`src/include/irq_route_pkg.sv`:
```
package irq_route_pkg;

    // ****************************************************************
    // Register map
    // ****************************************************************
    localparam int ADDR_W = 12;
    localparam logic [11:0] OFS_ENABLE = 12'h604;
    localparam logic [11:0] OFS_ROUTE = 12'h608;

    // ****************************************************************
    // Reset values and field masks
    // ****************************************************************
    localparam logic [31:0] ENABLE_RESET = 32'h00000000;
    localparam logic [31:0] ROUTE_RESET = 32'h00000000;
    localparam logic [31:0] ENABLE_RW_MASK = 32'hFFFFDF00;
    localparam logic [31:0] ROUTE_RW_MASK = 32'hFF0F8F0F;
    localparam logic [31:0] ROUTE_FIXED = 32'h00102000;
    localparam logic [31:0] SOFT_SRC_MASK = 32'h0000000F;
    localparam logic [31:0] GATED_SRC_MASK = 32'hFFFFFF00;
    localparam logic [31:0] EXT_SRC_MASK = 32'hFF0FFF0F;

    // ****************************************************************
    // Bit positions
    // ****************************************************************
    localparam int B_PCI_ERRLOG = 31;
    localparam int B_LOCAL_ERRLOG = 30;
    localparam int B_MASTER_PARITY = 29;
    localparam int B_PCI_CFG_STATUS = 28;
    localparam int B_DMA_LOCAL_ERR = 27;
    localparam int B_DMA_PCI_ERR = 26;
    localparam int B_DMA_RESET = 25;
    localparam int B_DMA_DONE = 24;
    localparam int B_PASS_INT = 23;
    localparam int B_PASS_PARITY = 22;
    localparam int B_PASS_SYSERR = 21;
    localparam int B_LOCAL_TO_PCI = 20;
    localparam int B_MAILBOX_LO = 16;
    localparam int B_MAILBOX_HI = 19;
    localparam int B_LOCAL_PARITY = 15;
    localparam int B_POWER_CHANGE = 14;
    localparam int B_OUT_POST_NONEMPTY = 13;
    localparam int B_IN_POST_NEWENTRY = 12;
    localparam int B_IN_FREE_EMPTY = 11;
    localparam int B_OUT_FREE_EMPTY = 10;
    localparam int B_IN_POST_FULL = 9;
    localparam int B_OUT_FREE_FULL = 8;
    localparam int B_SOFT_ONE = 1;
    localparam int B_SOFT_ZERO = 0;
    localparam int PIN_SHIFT = 20;

endpackage

```
`src/rtl/bridge_interrupt_enable_route.sv`:
```
`timescale 1ns/10ps
`default_nettype none

module bridge_interrupt_enable_route (
    // Clock and reset
    input wire logic clk,
    input wire logic nrst,
    // Register port
    input wire logic [11:0] addr,
    input wire logic [31:0] wdata,
    input wire logic wr,
    input wire logic rd,
    output logic [31:0] rdata,
    // Source status levels from the status register
    input wire logic [31:0] src_status,
    input wire logic out_post_irq_mask,
    // Software interrupt set pulses to the status register
    output logic soft_irq_zero_trigger,
    output logic soft_irq_one_trigger,
    // Interrupt pins from the buses, active low
    input wire logic pci_inta_n,
    input wire logic pci_perr_n,
    input wire logic pci_serr_n,
    input wire logic local_int_n,
    // Interrupt outputs, active high levels
    output logic local_irq,
    output logic pci_irq
);

    // ****************************************************************
    // Reset release
    // ****************************************************************
    logic [1:0] rst_pipe;
    logic rst_sync_n;

    always_ff @(posedge clk or negedge nrst)
    begin
        if (!nrst)
        begin
            rst_pipe <= 2'h0;
        end
        else
        begin
            rst_pipe <= {rst_pipe[0], 1'b1};
        end
    end

    assign rst_sync_n = rst_pipe[1];

    // ****************************************************************
    // State
    // ****************************************************************
    typedef struct packed {
        logic [3:0] pin_s1;
        logic [3:0] pin_s2;
        logic [31:0] enable;
        logic [31:0] route;
        logic [31:0] rdata;
        logic [1:0] soft_set;
        logic local_irq;
        logic pci_irq;
    } state_t;

    state_t st;
    state_t next_st;

    logic [31:0] enable_rd;
    logic [31:0] route_rd;
    logic [31:0] status_eff;
    logic [31:0] enable_eff;
    logic [31:0] local_hit;
    logic [31:0] pci_hit;
    logic local_req;
    logic pci_req;
    logic wr_enable;
    logic wr_route;

    // ****************************************************************
    // Register views
    // ****************************************************************
    always_comb
    begin
        enable_rd = st.enable & irq_route_pkg::ENABLE_RW_MASK;
        enable_rd[irq_route_pkg::B_OUT_POST_NONEMPTY] = out_post_irq_mask;
        route_rd = (st.route & irq_route_pkg::ROUTE_RW_MASK) | irq_route_pkg::ROUTE_FIXED;
        status_eff = (src_status & irq_route_pkg::EXT_SRC_MASK)
            | ({28'h0000000, st.pin_s2} << irq_route_pkg::PIN_SHIFT);
        enable_eff = (enable_rd & irq_route_pkg::GATED_SRC_MASK)
            | irq_route_pkg::SOFT_SRC_MASK;
    end

    assign wr_enable = wr && (addr == irq_route_pkg::OFS_ENABLE);
    assign wr_route = wr && (addr == irq_route_pkg::OFS_ROUTE);

    irq_route_merge #(
        .N(32)
    ) u_merge (
        .status(status_eff),
        .enable(enable_eff),
        .route(route_rd),
        .local_hit(local_hit),
        .pci_hit(pci_hit),
        .local_req(local_req),
        .pci_req(pci_req)
    );

    // ****************************************************************
    // Next state
    // ****************************************************************
    always_comb
    begin
        next_st = st;
        next_st.pin_s1 = ~{pci_inta_n, pci_perr_n, pci_serr_n, local_int_n};
        next_st.pin_s2 = st.pin_s1;
        next_st.soft_set = 2'h0;
        next_st.rdata = 32'h00000000;
        if (wr_enable)
        begin
            next_st.enable = wdata & irq_route_pkg::ENABLE_RW_MASK;
            next_st.soft_set[irq_route_pkg::B_SOFT_ONE] = wdata[irq_route_pkg::B_SOFT_ONE];
            next_st.soft_set[irq_route_pkg::B_SOFT_ZERO] = wdata[irq_route_pkg::B_SOFT_ZERO];
        end
        if (wr_route)
        begin
            next_st.route = wdata & irq_route_pkg::ROUTE_RW_MASK;
        end
        if (rd)
        begin
            case (addr)
                irq_route_pkg::OFS_ENABLE:
                begin
                    next_st.rdata = enable_rd;
                end
                irq_route_pkg::OFS_ROUTE:
                begin
                    next_st.rdata = route_rd;
                end
                default:
                begin
                    next_st.rdata = 32'h00000000;
                end
            endcase
        end
        next_st.local_irq = local_req;
        next_st.pci_irq = pci_req;
    end

    always_ff @(posedge clk or negedge rst_sync_n)
    begin
        if (!rst_sync_n)
        begin
            st <= '0;
        end
        else
        begin
            st <= next_st;
        end
    end

    assign rdata = st.rdata;
    assign soft_irq_zero_trigger = st.soft_set[irq_route_pkg::B_SOFT_ZERO];
    assign soft_irq_one_trigger = st.soft_set[irq_route_pkg::B_SOFT_ONE];
    assign local_irq = st.local_irq;
    assign pci_irq = st.pci_irq;
endmodule // bridge_interrupt_enable_route

`default_nettype wire

```
`src/rtl/irq_route_merge.sv`:
```
`timescale 1ns/10ps
`default_nettype none

module irq_route_merge #(
    parameter int N = 32
) (
    // Source levels and settings
    input wire logic [N-1:0] status,
    input wire logic [N-1:0] enable,
    input wire logic [N-1:0] route,
    // Per-source hits and merged requests
    output logic [N-1:0] local_hit,
    output logic [N-1:0] pci_hit,
    output logic local_req,
    output logic pci_req
);

    // ****************************************************************
    // Per-source gating and steering
    // ****************************************************************
    genvar i;
    generate
        for (i = 0; i < N; i++)
        begin : g_src
            assign local_hit[i] = status[i] & enable[i] & ~route[i];
            assign pci_hit[i] = status[i] & enable[i] & route[i];
        end
    endgenerate

    assign local_req = |local_hit;
    assign pci_req = |pci_hit;

endmodule // irq_route_merge

`default_nettype wire

```
`config.mk`:
```
export PLATFORM = sky130hd
export DESIGN_NAME = bridge_interrupt_enable_route
export DESIGN_NICKNAME = d
export VERILOG_FILES = /design/src/include/irq_route_pkg.sv /design/src/rtl/bridge_interrupt_enable_route.sv /design/src/rtl/irq_route_merge.sv
export SDC_FILE = /design/constraint.sdc
export NUM_CORES = 1
export LEC_CHECK = 0
export BUFFER_PORTS_ARGS = -buffer_cell sky130_fd_sc_hd__buf_2
export CAP_MARGIN = 30
export CORE_UTILIZATION = 47
export CTS_CLUSTER_DIAMETER = 80
export DETAILED_ROUTE_END_ITERATION = 6
export GPL_TIMING_DRIVEN = 0
export PLACE_DENSITY_LB_ADDON = 0.08
export SLEW_MARGIN = 20
export SYNTH_ARGS = -nofsm -noshare
export SYNTH_HDL_FRONTEND = slang
export SYNTH_HIERARCHICAL = 1
export SYNTH_SLANG_ARGS = --single-unit
```
`constraint.sdc`:
```
create_clock -name clk -period 2.5 [get_ports clk]
set_clock_uncertainty 0.05 [all_clocks]
set_input_delay 0.375 -clock clk [delete_from_list [all_inputs] [get_ports clk]]
set_output_delay 0.375 -clock clk [all_outputs]
set_load 0.02 [all_outputs]
```
==> results.py, run 1 <==
metrics = {
    "global_route": {
        "grt_overflow": 0,
        "grt_pass1_vias": 2990,
        "track_usage_pct": 21.16,
        "antenna_found_initial": 0,
        "grt_start_max_net_pins": 48,
        "grt_pass1_wl_um": 15150,
    },
    "layout": {
        "nNetsFinal": 599,
        "multi_input_area_mm2": 0.001901,
        "finalInstanceArea_mm2": 0.005270,
        "diodes": 0,
        "seqCellArea_mm2": 0.002156,
        "drive_above_1_share_pct": 42.97,
        "fillers": 795,
        "syn_to_final_growth_pct": 25.17,
    },
    "place": {
        "dpl_worst_slack_ps": 421.1,
        "globalplace.congestion": 0.8264,
        "dp_hpwl_um": 6810,
        "dpl_cell_area_mm2": 0.005064,
        "io_buffer_count": 102,
    },
    "clock_tree": {
        "cts_tree": "built",
        "numCtsBuffers": 9,
        "h-tree-depth": 3,
        "clk-insertion-delay-late_ps": 350,
        "clockBufferDepth": 2,
        "cts_root_buf": "clkbuf_8",
        "cts_setup_buffers": 0,
        "clkTransAtPathRegs_ps": 90,
        "clock_sinks": 86,
    },
    "critical_path": {
        "crit_path_start_kind": "input port",
        "arrival_ps": 1900,
        "worst-r2r-setup-slack_ps": 1010,
        "crit_type": "in -> reg",
        "required_ps": 2740,
        "worstPathMaxFanout": 10,
        "r2r_start": "route_rd[27]$_DFFE_PN0P_",
        "crit_start": "addr[5]",
        "endpoint_kind": "flop",
        "rr_endpoint": "pci_irq$_DFF_PN0_",
        "rr_worst_depth": 4,
    },
    "synthesis": {
        "synth_area_mm2": 0.004210,
        "syn_avg_cell_area_um2": 12.03,
        "syn_inst": 350,
        "yosys_warnings": 6,
    },
    "power_and_ir_drop": {
        "power_density_mw_per_mm2": 492.1,
        "p_int_w": 0.001952,
        "clkPwrFrac_pct": 38.1,
        "ir_worst_vdd_v": 0.0002952,
        "switching_power_w": 0.0006417,
        "p_leak_nw": 2.875,
        "pwr-share-comb_pct": 6.9,
        "seq_power_share_pct": 55.0,
        "swShare_pct": 24.74,
    },
    "floorplan": {
        "io_pins": 121,
        "chipHeight_um": 96.65,
        "start_util_pct": 48.51,
        "die_area_mm2": 0.009340,
        "core_area_mm2": 0.008678,
        "rows": 34,
        "die_w_um": 96.65,
    },
    "routing": {
        "drt_iter0_markers": 107,
        "vias": 3053,
        "wire_per_inst_um": 14.83,
        "routed_wl_um": 9298,
        "viasPerCell": 4.869,
        "drc": 0,
        "drtAntennaViolNets": 0,
        "drt_pass1_iterations": 4,
    },
    "min_path": {
        "hold_path_end": "next_st[101]$_DFF_PN0_",
        "hp-start": "pci_serr_n",
        "whs_path_depth": 2,
        "worstHoldPathType": "in -> reg",
    },
    "sta": {
        "slew_violations": 0,
        "hold_viol": 0,
        "finalCritPeriodShare_pct": 66.79,
        "setup_ws_ps": 830.1,
        "max_freq_ghz": 0.5989,
        "rsz0062_at_grt": "false",
        "tightest_slew_ps": 657.9,
        "fin_setup_tns_ps": 0,
        "min_period_ps": 1670,
        "maxSlewHeadroom_pct": 56.14,
        "finalSetupViolations": 0,
        "whs_ps": 98.54,
    },
    "outcome": {
        "outcome": "finished, final reports clean",
    },
    "flow_run": {
        "cap_violations": 0,
    },
}
## stage by stage
step	utilization [%]	power, W	cells
3_3_place_gp	58.09	0.001625	609
2_1_floorplan	-	0.001529	399
4_1_cts	60.73	0.002616	627
6_report	60.73	0.002594	627
3_5_place_dp	58.35	0.001633	610
5_1_grt	60.73	0.002701	627
## sequential cells by signal (all words and copies together), names as in the netlist
signal / flops
local_irq: 1
rdata: 28
enable_eff: 23
pci_irq: 1
rst_pipe: 2
soft_irq_one_trigger: 1
soft_irq_zero_trigger: 1
st: 4
route_rd: 21
next_st: 4
## power groups by stage
stage / logic [W] / clock network (W) / registers, W
3_5_place_dp: 0.000178 / 0 / 0.00146
3_3_place_gp: 0.000159 / 0 / 0.00147
2_1_floorplan: 0.0000683 / 0 / 0.00146
5_1_grt: 0.000199 / 0.00107 / 0.00143
4_1_cts: 0.000180 / 0.00101 / 0.00143
6_report: 0.000179 / 0.000989 / 0.00143
## critical path, stage by stage
cell	delay (ps)
buf_2	110
nor4_4	420
nand4_2	410
clkbuf_1	400
nor2_1	180
## routing by layer
layer  up-vias  part of all wire (%)  GRT usage, %
li1       1505                     -             -
met1      1446                    46         29.85
met2        94                    47         33.15
met3         8                   5.1         4.552
met4         0                   1.1         5.855
met5         -                     0             0
## repair_timing
action                                 4_1_cts  5_1_grt
resized for setup                            0        0
hold buffers                                 1        0
endpoints found under the hold margin        2        0
## final cells by class
cell class | count | share of cell area (%)
inverter | 6 | 0.4274
sequential | 86 | 40.91
tap | 108 | 2.564
buffer | 45 | 6.054
clock buffer | 10 | 2.422
multi-input combinational | 262 | 36.06
clock inverter | 6 | 1.306
timing repair buffer | 104 | 10.26
## worst max-delay path by stage
stage and to:
2_1_floorplan route_rd[0]$_DFFE_PN0P_, 5_1_grt rdata[18]$_DFF_PN0_, 3_5_place_dp rdata[25]$_DFF_PN0_, 6_report rdata[25]$_DFF_PN0_
4_1_cts rdata[25]$_DFF_PN0_, 3_3_place_gp rdata[19]$_DFF_PN0_
## layout by cell type (no fill, tap or decap), types with 2 or more instances in the layout
master,instances
mux2_2,14
dfrtp_1,85
o2111ai_1,4
nand3_1,9
conb_1,51
a22oi_1,17
nor2_1,28
a21oi_1,2
and3_1,18
buf_2,102
nor4_1,9
and3b_1,2
buf_6,4
nand4_2,2
nand3b_1,12
nand2_1,22
nor2b_1,2
inv_6,2
o22ai_1,4
and3_4,14
mux2_4,30
nor4_2,5
nor3_1,9
buf_4,32
inv_1,6
nand4_1,3
clkbuf_8,9
clkbuf_1,9
Power figures use the tool's default switching activity.
==> inputs of run 2 (changes only) <==
ABC_AREA = 1   (was unset)
CORE_UTILIZATION = 48   (was 47)
clock period = 1.4 ns   (was 2.5 ns; I/O delays follow)
==> run 2 against run 1 <==
Sequential cell count is the same; worst setup slack lost 700 ps; largest cell class unchanged; final area up 4.9%; die area rose by 2.9%; largest power group unchanged; worst hold slack got worse by 87 ps; the run now ends with design-rule violations left; wire length is 25% higher; clock power increased by 83%; core utilization rose by 2.0 points; total power is 82% higher; via count increased by 32%; sequential power rose by 78%.
==> results.py, run 2 <==
metrics = {
    "outcome": {
        "outcome": "finished with violations",
        "violations": "design-rule violations",
    },
    "clock_tree": {
        "cts_setup_buffers": 0,
        "numCtsBuffers": 9,
        "clock_sinks": 86,
        "cts_tree": "built",
        "cts.repair.resized": 0,
        "cts_hold_buf": 5,
        "clockBufferDepth": 2,
        "clk-insertion-delay-late_ps": 360,
        "clkTransAtPathRegs_ps": 100,
        "cts_root_buf": "clkbuf_8",
        "h-tree-depth": 3,
    },
    "critical_path": {
        "crit_buf_inv": 2,
        "worstPathMaxFanout": 1,
        "crit_path_start_kind": "flop",
        "endpoint_kind": "primary output",
        "required_ps": 1140,
        "crit_slowest_cell": "dfrtp_1",
        "critPathTopFamily": "flip-flops",
        "arrival_ps": 1010,
        "crit_type": "reg -> out",
        "cpPeakStageDelay_ps": 390,
        "path_cells": "buf_4, buf_2",
    },
    "global_route": {
        "grt_pass1_vias": 3936,
        "antenna_found_initial": 0,
        "grt_overflow": 0,
        "grt_start_max_net_pins": 44,
        "track_usage_pct": 25.58,
        "grt_pass1_wl_um": 19000,
    },
    "layout": {
        "syn_to_final_growth_pct": 24.91,
        "final_cell_mix": "nand2_1, buf_2, dfrtp_1",
        "seqCellArea_mm2": 0.002156,
        "nNetsFinal": 779,
        "largest_reg_flops": 28,
        "layout_commonest_cell": "nand2_1",
        "finalInstanceArea_mm2": 0.005528,
        "multi_input_area_mm2": 0.001878,
        "diodes": 0,
        "fillers": 804,
        "final_cells": 807,
        "drive_above_1_share_pct": 27.18,
    },
    "power_and_ir_drop": {
        "p_leak_nw": 3.162,
        "ir_worst_vdd_v": 0.0006395,
        "power_density_mw_per_mm2": 854.3,
    },
    "sta": {
        "setup_ws_ps": 125.7,
        "maxSlewHeadroom_pct": 57.80,
        "max_freq_ghz": 0.7848,
        "finalCritPeriodShare_pct": 91.02,
        "slew_violations": 0,
        "min_period_ps": 1274,
        "tightest_slew_ps": 633.0,
        "fin_setup_tns_ps": 0,
        "hold_viol": 0,
        "finalSetupViolations": 0,
        "rsz0062_at_grt": "false",
    },
    "routing": {
        "drt_pass1_iterations": 7,
        "vias": 4030,
        "wire_per_inst_um": 14.37,
        "routed_wl_um": 11600,
        "drtAntennaViolNets": 0,
        "drc": 4,
        "drt_iter0_markers": 245,
        "viasPerCell": 4.994,
    },
    "floorplan": {
        "die_w_um": 98.02,
        "chipHeight_um": 98.02,
        "rows": 34,
        "core_area_mm2": 0.008806,
        "die_area_mm2": 0.009608,
        "io_pins": 121,
        "start_util_pct": 50.26,
    },
    "synthesis": {
        "syn_inst": 527,
        "yosys_warnings": 6,
        "synth_area_mm2": 0.004425,
        "syn_avg_cell_area_um2": 8.398,
    },
    "min_path": {
        "worstHoldPathType": "in -> reg",
    },
    "place": {
        "io_buffer_count": 101,
        "globalplace.congestion": 0.8454,
        "dpl_worst_slack_ps": -57.44,
        "dp_cells": 786,
        "dp_hpwl_um": 8562,
        "dpl_cell_area_mm2": 0.005274,
    },
    "flow_run": {
        "cap_violations": 0,
    },
}
[run 2: changes by cell type in the layout (fill, tap and decap cells not counted), sizes merged, moves of 9 or more]
cell and change:
a22oi -17, nand4 +74, nor2 +9, mux2 -44
buf +16, nor4 -15, inv +32, and3 -32
nand2 +133, nand3 +44, nor3 -9
[run 2: final cells by class]
cell class / count / share of cell area [%]
Timing Repair Buffer: 107 / 10.41
Sequential cell: 86 / 39.00
Multi-Input combinational cell: 391 / 33.97
Buffer: 62 / 7.967
Clock buffer: 9 / 2.241
Clock inverter: 7 / 1.449
Tap cell: 108 / 2.445
Inverter: 37 / 2.512
[run 2: final timing paths]
kind | slack, ps | end | depth (start not counted) | from
setup / recovery | 130 | rdata[25] | 2 | rdata[25]$_DFF_PN0_
hold / removal | 10 | soft_irq_zero_trigger$_DFF_PN0_ | 3 | wdata[0]
setup reg to reg | 160 | pci_irq$_DFF_PN0_ | 6 | enable_eff[11]$_DFFE_PN0P_
hold reg to reg | 290 | enable_eff[11]$_DFFE_PN0P_ | 0 | rst_pipe[1]$_DFF_PN0_
max in group asynchronous | 380 | rdata[20]$_DFF_PN0_ | 1 | rst_pipe[1]$_DFF_PN0_
min in group asynchronous | 110 | rst_pipe[1]$_DFF_PN0_ | 2 | nrst
[run 2: metrics by stage]
step | hold WS, ps | util, % | total power [W]
after detailed placement | -53.75 | 59.89 | 0.002945
after CTS | 3.691 | 62.77 | 0.004743
final | 11.99 | 62.77 | 0.004722
after global placement | -55.14 | 59.66 | 0.002931
after global routing | 16.32 | 62.77 | 0.004888
after floorplan | -135.6 | - | 0.002752
[run 2: worst min-delay path, cell delays in order]
cell    delay [ps]
buf_2          100
inv_1           40
nor2_1          40
[run 2: power breakdown]
group	switching [W]	internal, W
Clock	0.000961	0.000850
Combinational	0.000227	0.000138
Sequential	0.0000378	0.00251
Total	0.00123	0.00350
[run 2: metal layers]
| layer | global-route usage, % | vias up | wire length, um |
|---|---|---|---|
| met5 | 0 | - | 0 |
| met1 | 35.70 | 1866 | 5307 |
| li1 | - | 2007 | - |
| met2 | 40.25 | 139 | 5423 |
| met3 | 4.510 | 18 | 666 |
| met4 | 9.091 | 0 | 200 |
==> inputs of run 3 (changes only) <==
CORE_MARGIN = 2   (was unset)
==> run 3 against run 2 <==
Non-clock buffer count up 2; critical path depth unchanged; maximum frequency decreased by 0.22%; clock power up 3%; the flow now finishes without violations; worst hold slack gained 25 ps.
==> results.py, run 3 (same netlist as run 2, synthesis figures left out) <==
metrics = {
    "global_route": {
        "grt_overflow": 0,
        "antenna_found_initial": 0,
        "grt_pass1_wl_um": 19410,
        "track_usage_pct": 25.18,
        "grt_start_max_net_pins": 58,
        "grt_pass1_vias": 3971,
    },
    "sta": {
        "rsz0062_at_grt": "false",
        "hold_viol": 0,
        "whs_ps": 37.31,
        "tightest_slew_ps": 658.8,
        "max_freq_ghz": 0.7830,
        "finalSetupViolations": 0,
        "min_period_ps": 1277,
        "slew_violations": 0,
        "setup_ws_ps": 122.9,
        "maxSlewHeadroom_pct": 56.08,
        "finalCritPeriodShare_pct": 91.22,
    },
    "routing": {
        "met3_length_um": 787,
        "drc": 0,
        "top_layer_used": "met4",
        "routed_wl_um": 12000,
        "wire_per_inst_um": 14.78,
        "vias": 4079,
        "route.met2.wl_um": 5644,
        "drt-met1-wl_um": 5375,
        "drtAntennaViolNets": 0,
        "drt_pass1_iterations": 4,
        "drt_iter0_markers": 233,
        "viasPerCell": 5.023,
    },
    "clock_tree": {
        "numCtsBuffers": 9,
        "cts_root_buf": "clkbuf_8",
        "cts_setup_buffers": 0,
        "clock_sinks": 86,
        "clkTransAtPathRegs_ps": 100,
        "cts.repair.resized": 0,
        "cts_tree": "built",
        "clk-insertion-delay-late_ps": 370,
        "clockBufferDepth": 2,
        "cts_hold_buf": 7,
        "h-tree-depth": 3,
    },
    "layout": {
        "fillers": 845,
        "final_cell_mix": "nand2_1, buf_2, dfrtp_1",
        "multi_input_area_mm2": 0.001878,
        "drive_above_1_share_pct": 27.10,
        "syn_to_final_growth_pct": 25.76,
        "diodes": 0,
        "largest_reg_flops": 28,
        "post-route-util_pct": 61.10,
        "layout_commonest_cell": "nand2_1",
        "seqCellArea_mm2": 0.002156,
        "nNetsFinal": 781,
    },
    "critical_path": {
        "worstPathMaxFanout": 1,
        "endpoint_kind": "primary output",
        "required_ps": 1140,
        "crit_path_start_kind": "flop",
        "arrival_ps": 1020,
        "r2r_start": "enable_eff[23]$_DFFE_PN0P_",
        "crit_type": "reg -> out",
        "crit_start": "rdata[22]$_DFF_PN0_",
        "worst-r2r-setup-slack_ps": 150,
    },
    "power_and_ir_drop": {
        "p_leak_nw": 3.176,
        "power_density_mw_per_mm2": 859.9,
        "total_power_w": 0.004786,
        "ir_worst_vdd_v": 0.0004969,
    },
    "outcome": {
        "outcome": "finished, final reports clean",
    },
    "floorplan": {
        "chipHeight_um": 100.0,
        "rows": 35,
        "die_area_mm2": 0.01000,
        "io_pins": 121,
        "start_util_pct": 48.59,
        "die_w_um": 100.0,
        "core_area_mm2": 0.009109,
    },
    "min_path": {
        "worstHoldPathType": "in -> reg",
        "hp-start": "wdata[22]",
    },
    "place": {
        "dpl_worst_slack_ps": -112.9,
        "globalplace.congestion": 0.8761,
        "dp_hpwl_um": 8801,
        "io_buffer_count": 101,
    },
    "flow_run": {
        "cap_violations": 0,
    },
}
==> run 3: cell count changes in the layout (fill, tap and decap cells not counted) <==
cell / previous run / this run
inv_6: 2 / 3
inv_8: 1 / 2
buf_12: 1 / 0
clkinv_2: 1 / 0
clkinv_4: 1 / 0
buf_16: 0 / 1
dlygate4sd3_1: 5 / 7
==> run 3: area by class of cell <==
| class | instances | share of cell area (%) |
|---|---|---|
| buffer | 62 | 7.914 |
| clock buffer | 9 | 2.226 |
| clock inverter | 7 | 1.551 |
| inverter | 37 | 2.495 |
| multi-input combinational | 391 | 33.75 |
| sequential | 86 | 38.74 |
| tap | 111 | 2.495 |
| timing repair buffer | 109 | 10.84 |
==> run 3: where the power goes <==
part	internal (W)	switching, W	total [W]
registers	0.00251	0.0000300	0.00254
clock network	0.000869	0.000999	0.00187
logic	0.000144	0.000237	0.000381
total	0.00352	0.00127	0.00479
==> run 3: critical path: stages (launching register included) <==
cell and delay [ps]:
dfrtp_1 380, buf_4 120, buf_2 150
==> run 3: routing by layer <==
layer | GRT usage (%) | vias to the layer above
li1 | - | 2006
met1 | 33.71 | 1900
met5 | 0 | -
met3 | 4.387 | 17
met4 | 8.641 | 0
met2 | 41.63 | 156
==> run 3: path summary, 6_finish.rpt <==
path                                                    to  cells past startpoint
hold reg to reg            soft_irq_zero_trigger$_DFF_PN0_                      0
min in group asynchronous            rst_pipe[1]$_DFF_PN0_                      2
max in group asynchronous         route_rd[29]$_DFFE_PN0P_                      1
setup / recovery                                 rdata[22]                      2
hold / removal                  enable_eff[22]$_DFFE_PN0P_                      3
setup reg to reg                       local_irq$_DFF_PN0_                      6
==> run 3: stage by stage <==
| stage | cell area (um^2) | setup TNS [ps] | instances |
|---|---|---|---|
| final | 5565 | 0 | 812 |
| after global routing | 5565 | 0 | 812 |
| after CTS | 5565 | 0 | 812 |
| after detailed placement | 5285 | -1202 | 789 |
| after global placement | 5258 | -510.8 | 788 |
| after floorplan | 4613 | 0 | 576 |
